File: src/core/rbc_pkg.sv
// Constants shared by the reset, boot and clock sequencer.
// Assumes a single 125 MHz clock and straps that stay fixed while powered.
package rbc_pkg;

   // ----------------------------------------
   // Clock rate and reset-complete timing
   // ----------------------------------------
   localparam int CLK_MHZ = 125;
   localparam int RST_DONE_NS = 1000;
   // Least time, so round up to whole cycles
   localparam int RST_DONE_CYCLES = (RST_DONE_NS * CLK_MHZ + 999) / 1000;

   // ----------------------------------------
   // Strap ratio table
   // ----------------------------------------
   localparam logic [2:0] RATIO_RESERVED = 3'h7;
   localparam logic [3:0] RATIO_DEFAULT = 4'h4;
   localparam logic [3:0] RATIO_X5 = 4'h5;
   localparam logic [3:0] RATIO_X6 = 4'h6;
   localparam logic [3:0] RATIO_X7 = 4'h7;
   localparam logic [3:0] RATIO_X8 = 4'h8;
   localparam logic [3:0] RATIO_X10 = 4'ha;
   localparam logic [3:0] RATIO_X12 = 4'hc;

   // ----------------------------------------
   // Boot methods and no-boot start addresses
   // ----------------------------------------
   typedef enum logic [1:0] {
      BOOT_EPROM = 2'b00,
      BOOT_HOST = 2'b01,
      BOOT_LINK = 2'b10,
      BOOT_NONE = 2'b11
   } boot_mode_t;

   localparam logic [31:0] START_LINE0 = 32'h3000_0000;
   localparam logic [31:0] START_LINE1 = 32'h3800_0000;
   localparam logic [31:0] START_LINE2 = 32'h8000_0000;
   localparam logic [31:0] START_LINE3 = 32'h0000_0000;
   localparam logic [31:0] START_LOADED = 32'h0000_0000;

   // Interrupts enabled by hardware on reset exit
   localparam logic [3:0] IRQ_EN_RESET = 4'hf;

   // ----------------------------------------
   // Core sequencing states
   // ----------------------------------------
   typedef enum logic [1:0] {
      CORE_HELD = 2'b00,
      CORE_IDLE = 2'b01,
      CORE_RUN = 2'b10
   } core_state_t;

   // Divider widths
   localparam int LINK_DIV_W = 4;

endpackage : rbc_pkg

File: src/core/reset_boot_clock_sequencer.sv
// Reset levels, boot selection and clock-rate enables for a DSP.
// Assumes sys_clk is the multiplied core clock, all inputs synchronous to it,
// and straps stable before rst_n is first driven low.
// How it works
// - Any later chip reset is requested with rst_n low and fully reinitialises.
// - Core soft-reset bit resets only the core; dividers and I/O keep running.
// - Four start-up methods: EPROM, external master, link port, or no boot.
// - No boot: execution starts on a boot interrupt, address set by the line.
// - No boot, line 1 starts execution at external address 0x3800_0000.
// - No boot, line 3 starts execution at internal address 0x0000_0000.
// - Core leaves reset idle, executing nothing until an interrupt arrives; loader modes start it on loader_done instead.
// - Some interrupt vectors are enabled by hardware on reset exit.
// - Core rate is system rate times the strap-selected multiplier.
// - One instruction cycle per core clock.
// - Link clock is core clock divided by a software-programmed divisor.
// - On-chip bus runs at half core rate; buffer transfers use that rate.
// - External bus logic is timed on the system-clock rate.
// - Straps 000..110 map to 4,5,6,7,8,10,12; 111 is reserved.
// - Device drives a reset-complete output when internal reset ends.
`timescale 1ns/1ns
module reset_boot_clock_sequencer
   import rbc_pkg::*;
#(
   parameter int DONE_CYCLES = RST_DONE_CYCLES
) (
   input wire logic sys_clk,
   input wire logic rst_n,
   input wire logic [2:0] core_ratio_straps,
   input wire logic [1:0] boot_mode,
   input wire logic [3:0] boot_interrupt_lines,
   input wire logic core_soft_reset_bit,
   input wire logic por_in_n,
   input wire logic loader_done,
   input wire logic [LINK_DIV_W-1:0] link_divisor,
   output logic reset_done_n_ff,
   output logic core_reset_n_ff,
   output logic dram_ready_ff,
   output logic [3:0] core_ratio_ff,
   output logic ratio_reserved_ff,
   output logic instr_en_ff,
   output logic onchip_bus_clock_en_ff,
   output logic ext_bus_en_ff,
   output logic link_clk_en_ff,
   output logic loader_start_ff,
   output logic core_run_ff,
   output logic [31:0] start_addr_ff,
   output logic [3:0] irq_enable_ff
);

   // Refuse a completion count that the 16-bit counter cannot reach
   if (DONE_CYCLES < 1 || DONE_CYCLES > 65535) begin : g_bad_done
      $error("DONE_CYCLES out of range");
   end

   // ----------------------------------------
   // Reset-complete counter
   // ----------------------------------------
   logic [15:0] done_cnt_ff;
   logic strap_taken_ff;

   // Full chip reset restarts the count; the core is not involved here
   always_ff @(posedge sys_clk or negedge rst_n) begin
      if (!rst_n) begin
         done_cnt_ff <= 16'h0000;
         reset_done_n_ff <= 1'b0;
      end else if (done_cnt_ff == 16'(DONE_CYCLES)) begin
         reset_done_n_ff <= 1'b1;
      end else begin
         done_cnt_ff <= done_cnt_ff + 16'h0001;
      end
   end

   // DRAM is usable once its power-on reset input is released
   always_ff @(posedge sys_clk or negedge rst_n) begin
      if (!rst_n) begin
         dram_ready_ff <= 1'b0;
      end else begin
         dram_ready_ff <= por_in_n;
      end
   end

   // ----------------------------------------
   // Strap capture and ratio decode
   // ----------------------------------------
   logic [3:0] nxt_ratio;

   // Straps are static, so one decode after release is enough
   always_comb begin
      unique case (core_ratio_straps)
         3'h0: nxt_ratio = RATIO_DEFAULT;
         3'h1: nxt_ratio = RATIO_X5;
         3'h2: nxt_ratio = RATIO_X6;
         3'h3: nxt_ratio = RATIO_X7;
         3'h4: nxt_ratio = RATIO_X8;
         3'h5: nxt_ratio = RATIO_X10;
         3'h6: nxt_ratio = RATIO_X12;
         3'h7: nxt_ratio = RATIO_DEFAULT; // Reserved falls back to the safe ratio
      endcase
   end

   // Caught by a clocked process after release, never by the reset itself
   always_ff @(posedge sys_clk or negedge rst_n) begin
      if (!rst_n) begin
         strap_taken_ff <= 1'b0;
         core_ratio_ff <= RATIO_DEFAULT;
         ratio_reserved_ff <= 1'b0;
      end else if (!strap_taken_ff) begin
         strap_taken_ff <= 1'b1;
         core_ratio_ff <= nxt_ratio;
         ratio_reserved_ff <= (core_ratio_straps == RATIO_RESERVED);
      end
   end

   // ----------------------------------------
   // Rate enables: system, on-chip bus, link
   // ----------------------------------------
   logic [3:0] sys_cnt_ff;
   logic bus_phase_ff;
   logic [LINK_DIV_W-1:0] link_cnt_ff;

   // System-rate enable every ratio core cycles; ratio 4 keeps the 1/4 limit
   always_ff @(posedge sys_clk or negedge rst_n) begin
      if (!rst_n) begin
         sys_cnt_ff <= 4'h0;
         ext_bus_en_ff <= 1'b0;
      end else if (sys_cnt_ff >= core_ratio_ff - 4'h1) begin
         sys_cnt_ff <= 4'h0;
         ext_bus_en_ff <= 1'b1;
      end else begin
         sys_cnt_ff <= sys_cnt_ff + 4'h1;
         ext_bus_en_ff <= 1'b0;
      end
   end

   // Half-rate bus enable; soft core reset leaves it running
   always_ff @(posedge sys_clk or negedge rst_n) begin
      if (!rst_n) begin
         bus_phase_ff <= 1'b0;
         onchip_bus_clock_en_ff <= 1'b0;
      end else begin
         bus_phase_ff <= ~bus_phase_ff;
         onchip_bus_clock_en_ff <= bus_phase_ff;
      end
   end

   // Link enable; a divisor of 0 or 1 gives the full core rate
   always_ff @(posedge sys_clk or negedge rst_n) begin
      if (!rst_n) begin
         link_cnt_ff <= '0;
         link_clk_en_ff <= 1'b0;
      end else if (link_cnt_ff + LINK_DIV_W'(1) >= link_divisor) begin
         link_cnt_ff <= '0;
         link_clk_en_ff <= 1'b1;
      end else begin
         link_cnt_ff <= link_cnt_ff + LINK_DIV_W'(1);
         link_clk_en_ff <= 1'b0;
      end
   end

   // ----------------------------------------
   // Core sequencing and boot selection
   // ----------------------------------------
   core_state_t core_state_ff;
   logic loader_sent_ff;
   logic core_go;
   logic [31:0] nxt_start;

   // Lowest-numbered active line wins when several fire together
   always_comb begin
      core_go = 1'b0;
      nxt_start = START_LOADED;
      if (boot_mode == BOOT_NONE) begin
         if (boot_interrupt_lines[0]) begin
            core_go = 1'b1;
            nxt_start = START_LINE0;
         end else if (boot_interrupt_lines[1]) begin
            core_go = 1'b1;
            nxt_start = START_LINE1;
         end else if (boot_interrupt_lines[2]) begin
            core_go = 1'b1;
            nxt_start = START_LINE2;
         end else if (boot_interrupt_lines[3]) begin
            core_go = 1'b1;
            nxt_start = START_LINE3;
         end
      end else begin
         core_go = loader_done;
      end
   end

   // Soft reset returns only the core to held; everything else untouched
   always_ff @(posedge sys_clk or negedge rst_n) begin
      if (!rst_n) begin
         core_state_ff <= CORE_HELD;
         core_reset_n_ff <= 1'b0;
         core_run_ff <= 1'b0;
         start_addr_ff <= START_LOADED;
         irq_enable_ff <= 4'h0;
      end else if (core_soft_reset_bit) begin
         core_state_ff <= CORE_HELD;
         core_reset_n_ff <= 1'b0;
         core_run_ff <= 1'b0;
         irq_enable_ff <= 4'h0;
      end else begin
         unique case (core_state_ff)
            CORE_HELD: begin
               if (reset_done_n_ff && dram_ready_ff && strap_taken_ff) begin
                  core_state_ff <= CORE_IDLE;
                  core_reset_n_ff <= 1'b1;
                  irq_enable_ff <= IRQ_EN_RESET;
               end
            end
            CORE_IDLE: begin
               if (core_go) begin
                  core_state_ff <= CORE_RUN;
                  start_addr_ff <= nxt_start;
                  core_run_ff <= 1'b1;
               end
            end
            CORE_RUN: begin
               core_run_ff <= 1'b1;
            end
            default: begin
               core_state_ff <= CORE_HELD;
            end
         endcase
      end
   end

   // Instruction enable every core cycle while running
   always_ff @(posedge sys_clk or negedge rst_n) begin
      if (!rst_n) begin
         instr_en_ff <= 1'b0;
      end else begin
         instr_en_ff <= (core_state_ff == CORE_RUN) && !core_soft_reset_bit;
      end
   end

   // One start pulse to the loader per chip reset, for the three boot methods
   always_ff @(posedge sys_clk or negedge rst_n) begin
      if (!rst_n) begin
         loader_sent_ff <= 1'b0;
         loader_start_ff <= 1'b0;
      end else begin
         loader_start_ff <= 1'b0;
         if (!loader_sent_ff && core_state_ff == CORE_IDLE && boot_mode != BOOT_NONE) begin
            loader_sent_ff <= 1'b1;
            loader_start_ff <= 1'b1;
         end
      end
   end

endmodule : reset_boot_clock_sequencer

File: config.mk
export PLATFORM = sky130hd
export DESIGN_NAME = reset_boot_clock_sequencer
export DESIGN_NICKNAME = d
export VERILOG_FILES = /design/src/core/rbc_pkg.sv /design/src/core/reset_boot_clock_sequencer.sv
export SDC_FILE = /design/constraint.sdc
export NUM_CORES = 1
export LEC_CHECK = 0
export ABC_AREA = 1
export ABC_CLOCK_PERIOD_IN_PS = 3300
export BUFFER_PORTS_ARGS = -buffer_cell sky130_fd_sc_hd__buf_2
export CORE_MARGIN = 10
export CORE_UTILIZATION = 38
export DETAILED_ROUTE_END_ITERATION = 7
export PLACE_DENSITY = 0.67
export SYNTH_ARGS = -nofsm -noshare
export SYNTH_HDL_FRONTEND = slang
export SYNTH_SLANG_ARGS = --single-unit
File: constraint.sdc
create_clock -name sys_clk -period 3.3 [get_ports sys_clk]
set_input_delay 0 -clock sys_clk [delete_from_list [all_inputs] [get_ports sys_clk]]
set_output_delay 0 -clock sys_clk [all_outputs]
set_load 0.03 [all_outputs]
; Yosys cells after proc, flatten, opt, wreduce, memory -nomap -nowiden
; Memory sizes are Yosys's and may differ from the RTL's. A register that Yosys moved wholly into a read port is not among the register bits.
; Cells that the tools add are included.
; W data, S select, Z words.
[totals]
n_memories = 1
elab_cells = 81
reg_bits = 75
out_inout_bits = 50
romBits = 32
[classes]
n_addsub = 4
eq_ne = 9
bitwise = 2
magnitude_cmp = 2
muxes = 27
reduce_logical = 17
[mem_list]
columns = name, depth, word_bits, rd, rd_clocked_by_memory_dff, wr, line_no
row1 = (no name shown), 8, 4, 1, 1, 0, reset_boot_clock_sequencer.sv:89  ; unique case (core_ratio_straps)
[op_table]
columns = cell, count
row1 = $mux W32, 4
row2 = $mux W4, 5
row3 = $add A16 B1 Y16 const B, 1
row4 = $eq A16 B7 Y1 const B, 1
row5 = $mux W1, 13
row6 = $add A4 B1 Y4 const B, 2
row7 = $ge A4 B4 Y1, 2
row8 = $mux W2, 3
row9 = $ne A3 B3 Y1 const B, 2
row10 = $pmux W2 S3, 1
row11 = $reduce_and A3 Y1, 2
row12 = $logic_and A1 B1 Y1, 5
row13 = $eq A2 B2 Y1 const B, 2
row14 = $logic_not A1 Y1, 4
row15 = $ne A2 B2 Y1 const B, 2
row16 = $reduce_and A2 Y1, 2
row17 = $reduce_bool A2 Y1, 2
row18 = $sub A4 B1 Y4 const B, 1
row19 = $eq A3 B3 Y1 const B, 1
row20 = $reduce_bool A3 Y1, 1
row21 = $eq A2 B1 Y1 const B, 1
row22 = $logic_not A2 Y1, 1
row23 = $not A1 Y1, 2
row24 = $pmux W1 S2, 1

; Longest topological paths before layout
[depth]
ltp_word = 8
depth_mapped = 8

; Worst setup path after synthesis
; OpenSTA, ideal clock, no wires.
[synth_timing]
path_type = register -> register
startpoint = reg core_ratio_ff[0]
endpoint = reg sys_cnt_ff[0]
stages_incl_launch_ff = 9
t_required_ps = 3179
arrival_time_ps = 1582
setup_time_ps = 121
path_slack_ps = 1596
path_cell_list = dfrtp_1 > inv_1 > ha_1 > ha_1 > inv_1 > o21bai_1 > nand3_1 > nand3_1 > nor2_1
[synth_via]
elab_chain_cells = 3
[synth_lines]
columns = item, line_no
row1 = "start, declared", reset_boot_clock_sequencer.sv:38  ; output logic [3:0] core_ratio_ff,
row2 = $sub A4 B1 Y4, reset_boot_clock_sequencer.sv:126  ; end else if (sys_cnt_ff >= core_ratio_ff - 4'h1) begin
row3 = $ge A4 B4 Y1, reset_boot_clock_sequencer.sv:126
row4 = $mux W4, reset_boot_clock_sequencer.sv:126
row5 = "end signal, assigned", reset_boot_clock_sequencer.sv:130  ; sys_cnt_ff <= sys_cnt_ff + 4'h1;
row6 = "end, declared", reset_boot_clock_sequencer.sv:117  ; logic [3:0] sys_cnt_ff;
; No other way between the ends.
; A chain may end at the register's enable or synchronous reset.

; Final worst setup path
[layout_timing]
startpoint = reg core_ratio_ff[2]
endpoint = reg sys_cnt_ff[3]
; The elaborated chain is that of the path after synthesis.

==> run summary <==
STA puts the critical path data required time at 3540 ps. The via count of the first global-routing pass was 1931; the clock period minus worst slack was 1685 ps. STA classifies the critical path startpoint as a register. Clock skew on the completed layout was measured at 10.36 ps.

The number of iterations in the first detailed-routing pass is 4, and the number of pins with negative max-slew slack in the final report is 0. The tools report the worst min-delay path endpoint as start_addr_ff[31]. The synthesized area per cell is 8.746 µm².

The count of pins on the block boundary is 68. The tools report the proportion of synthesized chip area in sequential cells as 0.4482. The clock tree synthesis step divided the H-tree into 2 levels. In this run, synthesis produced a sequential element count of 46. The tools report the max capacitance violation total as 0. The final critical-path share of the clock period was 0.5106; the fmax was 0.5935 GHz. Dividing the detail-routed via count by the number of cells gives 4.505. The area inside the core boundary was 6459 µm². The count of buffers inserted at the top-level ports was 39; the pin count of the biggest net entering global routing was 47.

The post-layout utilization of the core came out at 0.4510. In this run the remaining antenna-violating nets after routing total 0. Total negative slack for setup checks: 0 ps.

Ranked by total cell area, the synthesized netlist is headed by sky130_fd_sc_hd__dfrtp_1 44%, sky130_fd_sc_hd__buf_4 9.6%, sky130_fd_sc_hd__nand2_1 7.0%, sky130_fd_sc_hd__ha_1 6.3%, sky130_fd_sc_hd__inv_1 6.0%. In the synthesized netlist, the number of instances is 294. Number of failing setup endpoints in the final timing report: 0.

For the first-pass GRT wire length, the log shows 8252 µm. The worst register-to-register path begins at core_ratio_ff[2]. The via count came out at 1892. Counting the fill cells in the layout gives 620.

After clock tree synthesis, the repair step resized 0 gates. Routability-driven placement finished with a final weighted congestion of 0.8504. The share of Yosys cell area claimed by the top area cell type came out at 0.4380. The net count reported at finish is 373.

The height of the die is 102.3 µm, and the area growth from synthesis to layout is 13.28%. The final layout contains routed wiring with a total length of 4921 µm. The final count of hold timing violations was 0; the width of the chip was 102.3 µm.

Setup slack closes at 1615 ps. The type of the tightest min-delay check is in2reg. The clock drives 46 sinks. The die covers 10460 µm². Before CTS, the worst setup slack after placement is 1623 ps. The run gives 2571 µm² as the post-synthesis instance area. TritonCTS built the clock tree. 0 antenna diodes ended up in the layout.

The remaining max-slew budget at the tightest pin was 0.3353; the slew of the pin with the lowest slew margin was 997.0 ps. In this run the core area contains 29 standard-cell rows. STA puts the critical path data arrival time at 1920 ps.

The initial antenna violation count was 0. The flow ran to the end, and the final reports show no timing, DRC or antenna violations. The logs give 0.3981 for the starting density of the core and 5 for the number of CTS-inserted buffers. The static leakage power is 1.576 nW. The number of cells traversed by the worst register-to-register path works out to 7.

The cell type contributing the most total cell area after synthesis is sky130_fd_sc_hd__dfrtp_1. The power per unit of standard cell area works out to 500.8 nW/µm². The worst hold path passes through 4 cells. CTS placed an instance of sky130_fd_sc_hd__clkbuf_8 at the clock tree root. Setup repair after global routing left no endpoint under its margin.

The maximum fanout count along the critical path is 5, and the clock transition at the register clock pins on the worst setup and hold paths after CTS is 90 ps. During synthesis, Yosys emitted a total of 0 warnings. The fraction of final layout cells with drive strength greater than 1 is 0.1895, and the clock insertion delay at the later pin of the skew report is 310 ps. Detail-routed net length per standard cell: 11.72 µm. The startpoint identified for the worst hold timing path is boot_interrupt_lines[2]. The synthesized netlist contains 31 unique library cells. The setup slack of the worst register-to-register path is 1610 ps, and the number of remaining DRC errors is 0. The logs give 42 for the detailed router's first-iteration violation count and 179.0 µV for the peak supply drop. The tools report the category of the worst setup path capture point as a register.

For the aggregate global-route resource usage, the log shows 0.09661. The wire-length estimate of the detail-placed layout is 3837 µm. The clock passes through at most 2 buffers. Final global-route overflow total: 0. The endpoint identified for the worst register-to-register timing path is sys_cnt_ff[3]. The type of the worst setup path is reg2reg.
==> kinds of logic after synthesis <==
kind of cell	synth area share
and+or+nand+nor	0.2550
AOI/OAI and AO/OA	0.02919
xor gates and xnor gates	0.04380
DFF	0.4482
other	0.002921
buffers and inverters	0.1577
adders and majority gates	0.06326
==> cells in the final DEF, fill, tap and decap left out, drive strengths merged, types with 2 or more instances in the layout <==
master / count
o21bai: 2
nand2: 54
a21oi: 5
conb: 29
xnor2: 3
nor2: 28
dlygate4sd3: 9
buf: 39
nor3: 5
nand3: 29
xor2: 9
or2: 5
clkbuf: 6
o21ai: 4
nand4: 9
dfrtp: 45
inv: 41
ha: 13
==> critical path: stages (launching register included) <==
cell and delay, ps:
sky130_fd_sc_hd__dfstp_2 570, sky130_fd_sc_hd__inv_1 40, sky130_fd_sc_hd__nand3_1 90, sky130_fd_sc_hd__xor2_1 170, sky130_fd_sc_hd__ha_1 280, sky130_fd_sc_hd__a21oi_1 150
sky130_fd_sc_hd__nand3_1 190, sky130_fd_sc_hd__nor2_1 130
==> final cells by class <==
type,count,area [µm²],area share
sequential,46,1152,0.3956
tap,77,96.34,0.03308
clock buffer,6,72.57,0.02491
inverter,41,153.9,0.05284
multi-input combinational,200,1115,0.3827
timing repair buffer,48,285.3,0.09794
clock inverter,2,37.54,0.01289
==> flip-flops by register name (all words and copies together) (netlist names) <==
register                flops
sys_cnt_ff                  4
onchip_bus_clock_en_ff      1
done_cnt_ff                16
instr_en_ff                 1
ratio_reserved_ff           1
reset_done_n_ff             1
start_addr_ff               3
core_ratio_ff               4
irq_enable_ff               1
ext_bus_en_ff               1
strap_taken_ff              1
link_cnt_ff                 4
dram_ready_ff               1
loader_start_ff             1
loader_sent_ff              1
core_run_ff                 1
core_state_ff               2
bus_phase_ff                1
link_clk_en_ff              1
==> timing repair <==
item | 4_1_cts | 5_1_grt
buffers inserted | 0 | 0
endpoints found under the hold margin | 53 | 0
hold buffers | 9 | 0
==> routing by layer <==
metal  routed length, µm  part of all wire  track usage  vias up
met5                   0                 0            0        -
met3                 332             0.067      0.03104       11
met1                2097              0.43       0.1079      872
met4                  83             0.017      0.04772        0
met2                2408              0.49       0.1630       47
li1                    -                 -            -      962
==> through the flow <==
| stage | total power [mW] | area (µm²) | hold WS, ps | instances |
|---|---|---|---|---|
| finish | 1.459 | 2913 | 56.99 | 420 |
| global placement | 1.033 | 2713 | 125.6 | 403 |
| global route | 1.551 | 2913 | 71.84 | 420 |
| CTS | 1.481 | 2913 | 49.85 | 420 |
| detailed placement | 1.055 | 2713 | 129.3 | 403 |
| floorplan | 0.9802 | 2673 | -295.6 | 321 |
==> power by group <==
group	total, mW	switching, mW	internal (mW)
Sequential	0.660	0.0377	0.622
Combinational	0.386	0.247	0.139
Clock	0.413	0.187	0.226
==> worst max-delay path by stage <==
stage | cells after the start | from | end | slack, ps
finish | 7 | core_ratio_ff[2] | sys_cnt_ff[3] | 1610
global route | 7 | core_ratio_ff[2] | sys_cnt_ff[0] | 1460
CTS | 7 | core_ratio_ff[2] | sys_cnt_ff[3] | 1610
detailed placement | 7 | core_ratio_ff[2] | sys_cnt_ff[3] | 1620
global placement | 7 | link_cnt_ff[0] | link_cnt_ff[2] | 1700
floorplan | 8 | core_ratio_ff[0] | sys_cnt_ff[0] | 1600
==> synth_stat cells <==
cell                       count
sky130_fd_sc_hd__nand2_1      48
sky130_fd_sc_hd__dfrtp_1      45
sky130_fd_sc_hd__inv_1        41
sky130_fd_sc_hd__buf_4        33
sky130_fd_sc_hd__nand3_1      27
sky130_fd_sc_hd__nor2_1       24
sky130_fd_sc_hd__ha_1         13
sky130_fd_sc_hd__nand4_1       9
sky130_fd_sc_hd__xor2_1        8
sky130_fd_sc_hd__a21oi_1       5
sky130_fd_sc_hd__nand2_2       5
sky130_fd_sc_hd__nor2_4        4
sky130_fd_sc_hd__nor3_1        3
sky130_fd_sc_hd__o21ai_0       3
sky130_fd_sc_hd__or2_2         3
sky130_fd_sc_hd__xnor2_1       3
sky130_fd_sc_hd__conb_1        2
sky130_fd_sc_hd__nand3_2       2
sky130_fd_sc_hd__nor3_2        2
sky130_fd_sc_hd__o21bai_1      2
sky130_fd_sc_hd__or2_0         2
sky130_fd_sc_hd__a22oi_1       1
sky130_fd_sc_hd__and3_1        1
sky130_fd_sc_hd__clkbuf_1      1
sky130_fd_sc_hd__dfstp_2       1
sky130_fd_sc_hd__nand2_4       1
sky130_fd_sc_hd__nor3b_1       1
sky130_fd_sc_hd__nor4_1        1
sky130_fd_sc_hd__o21ai_1       1
sky130_fd_sc_hd__o31ai_1       1
sky130_fd_sc_hd__xor2_2        1
Note: power is estimated with default switching activity, not from simulation.
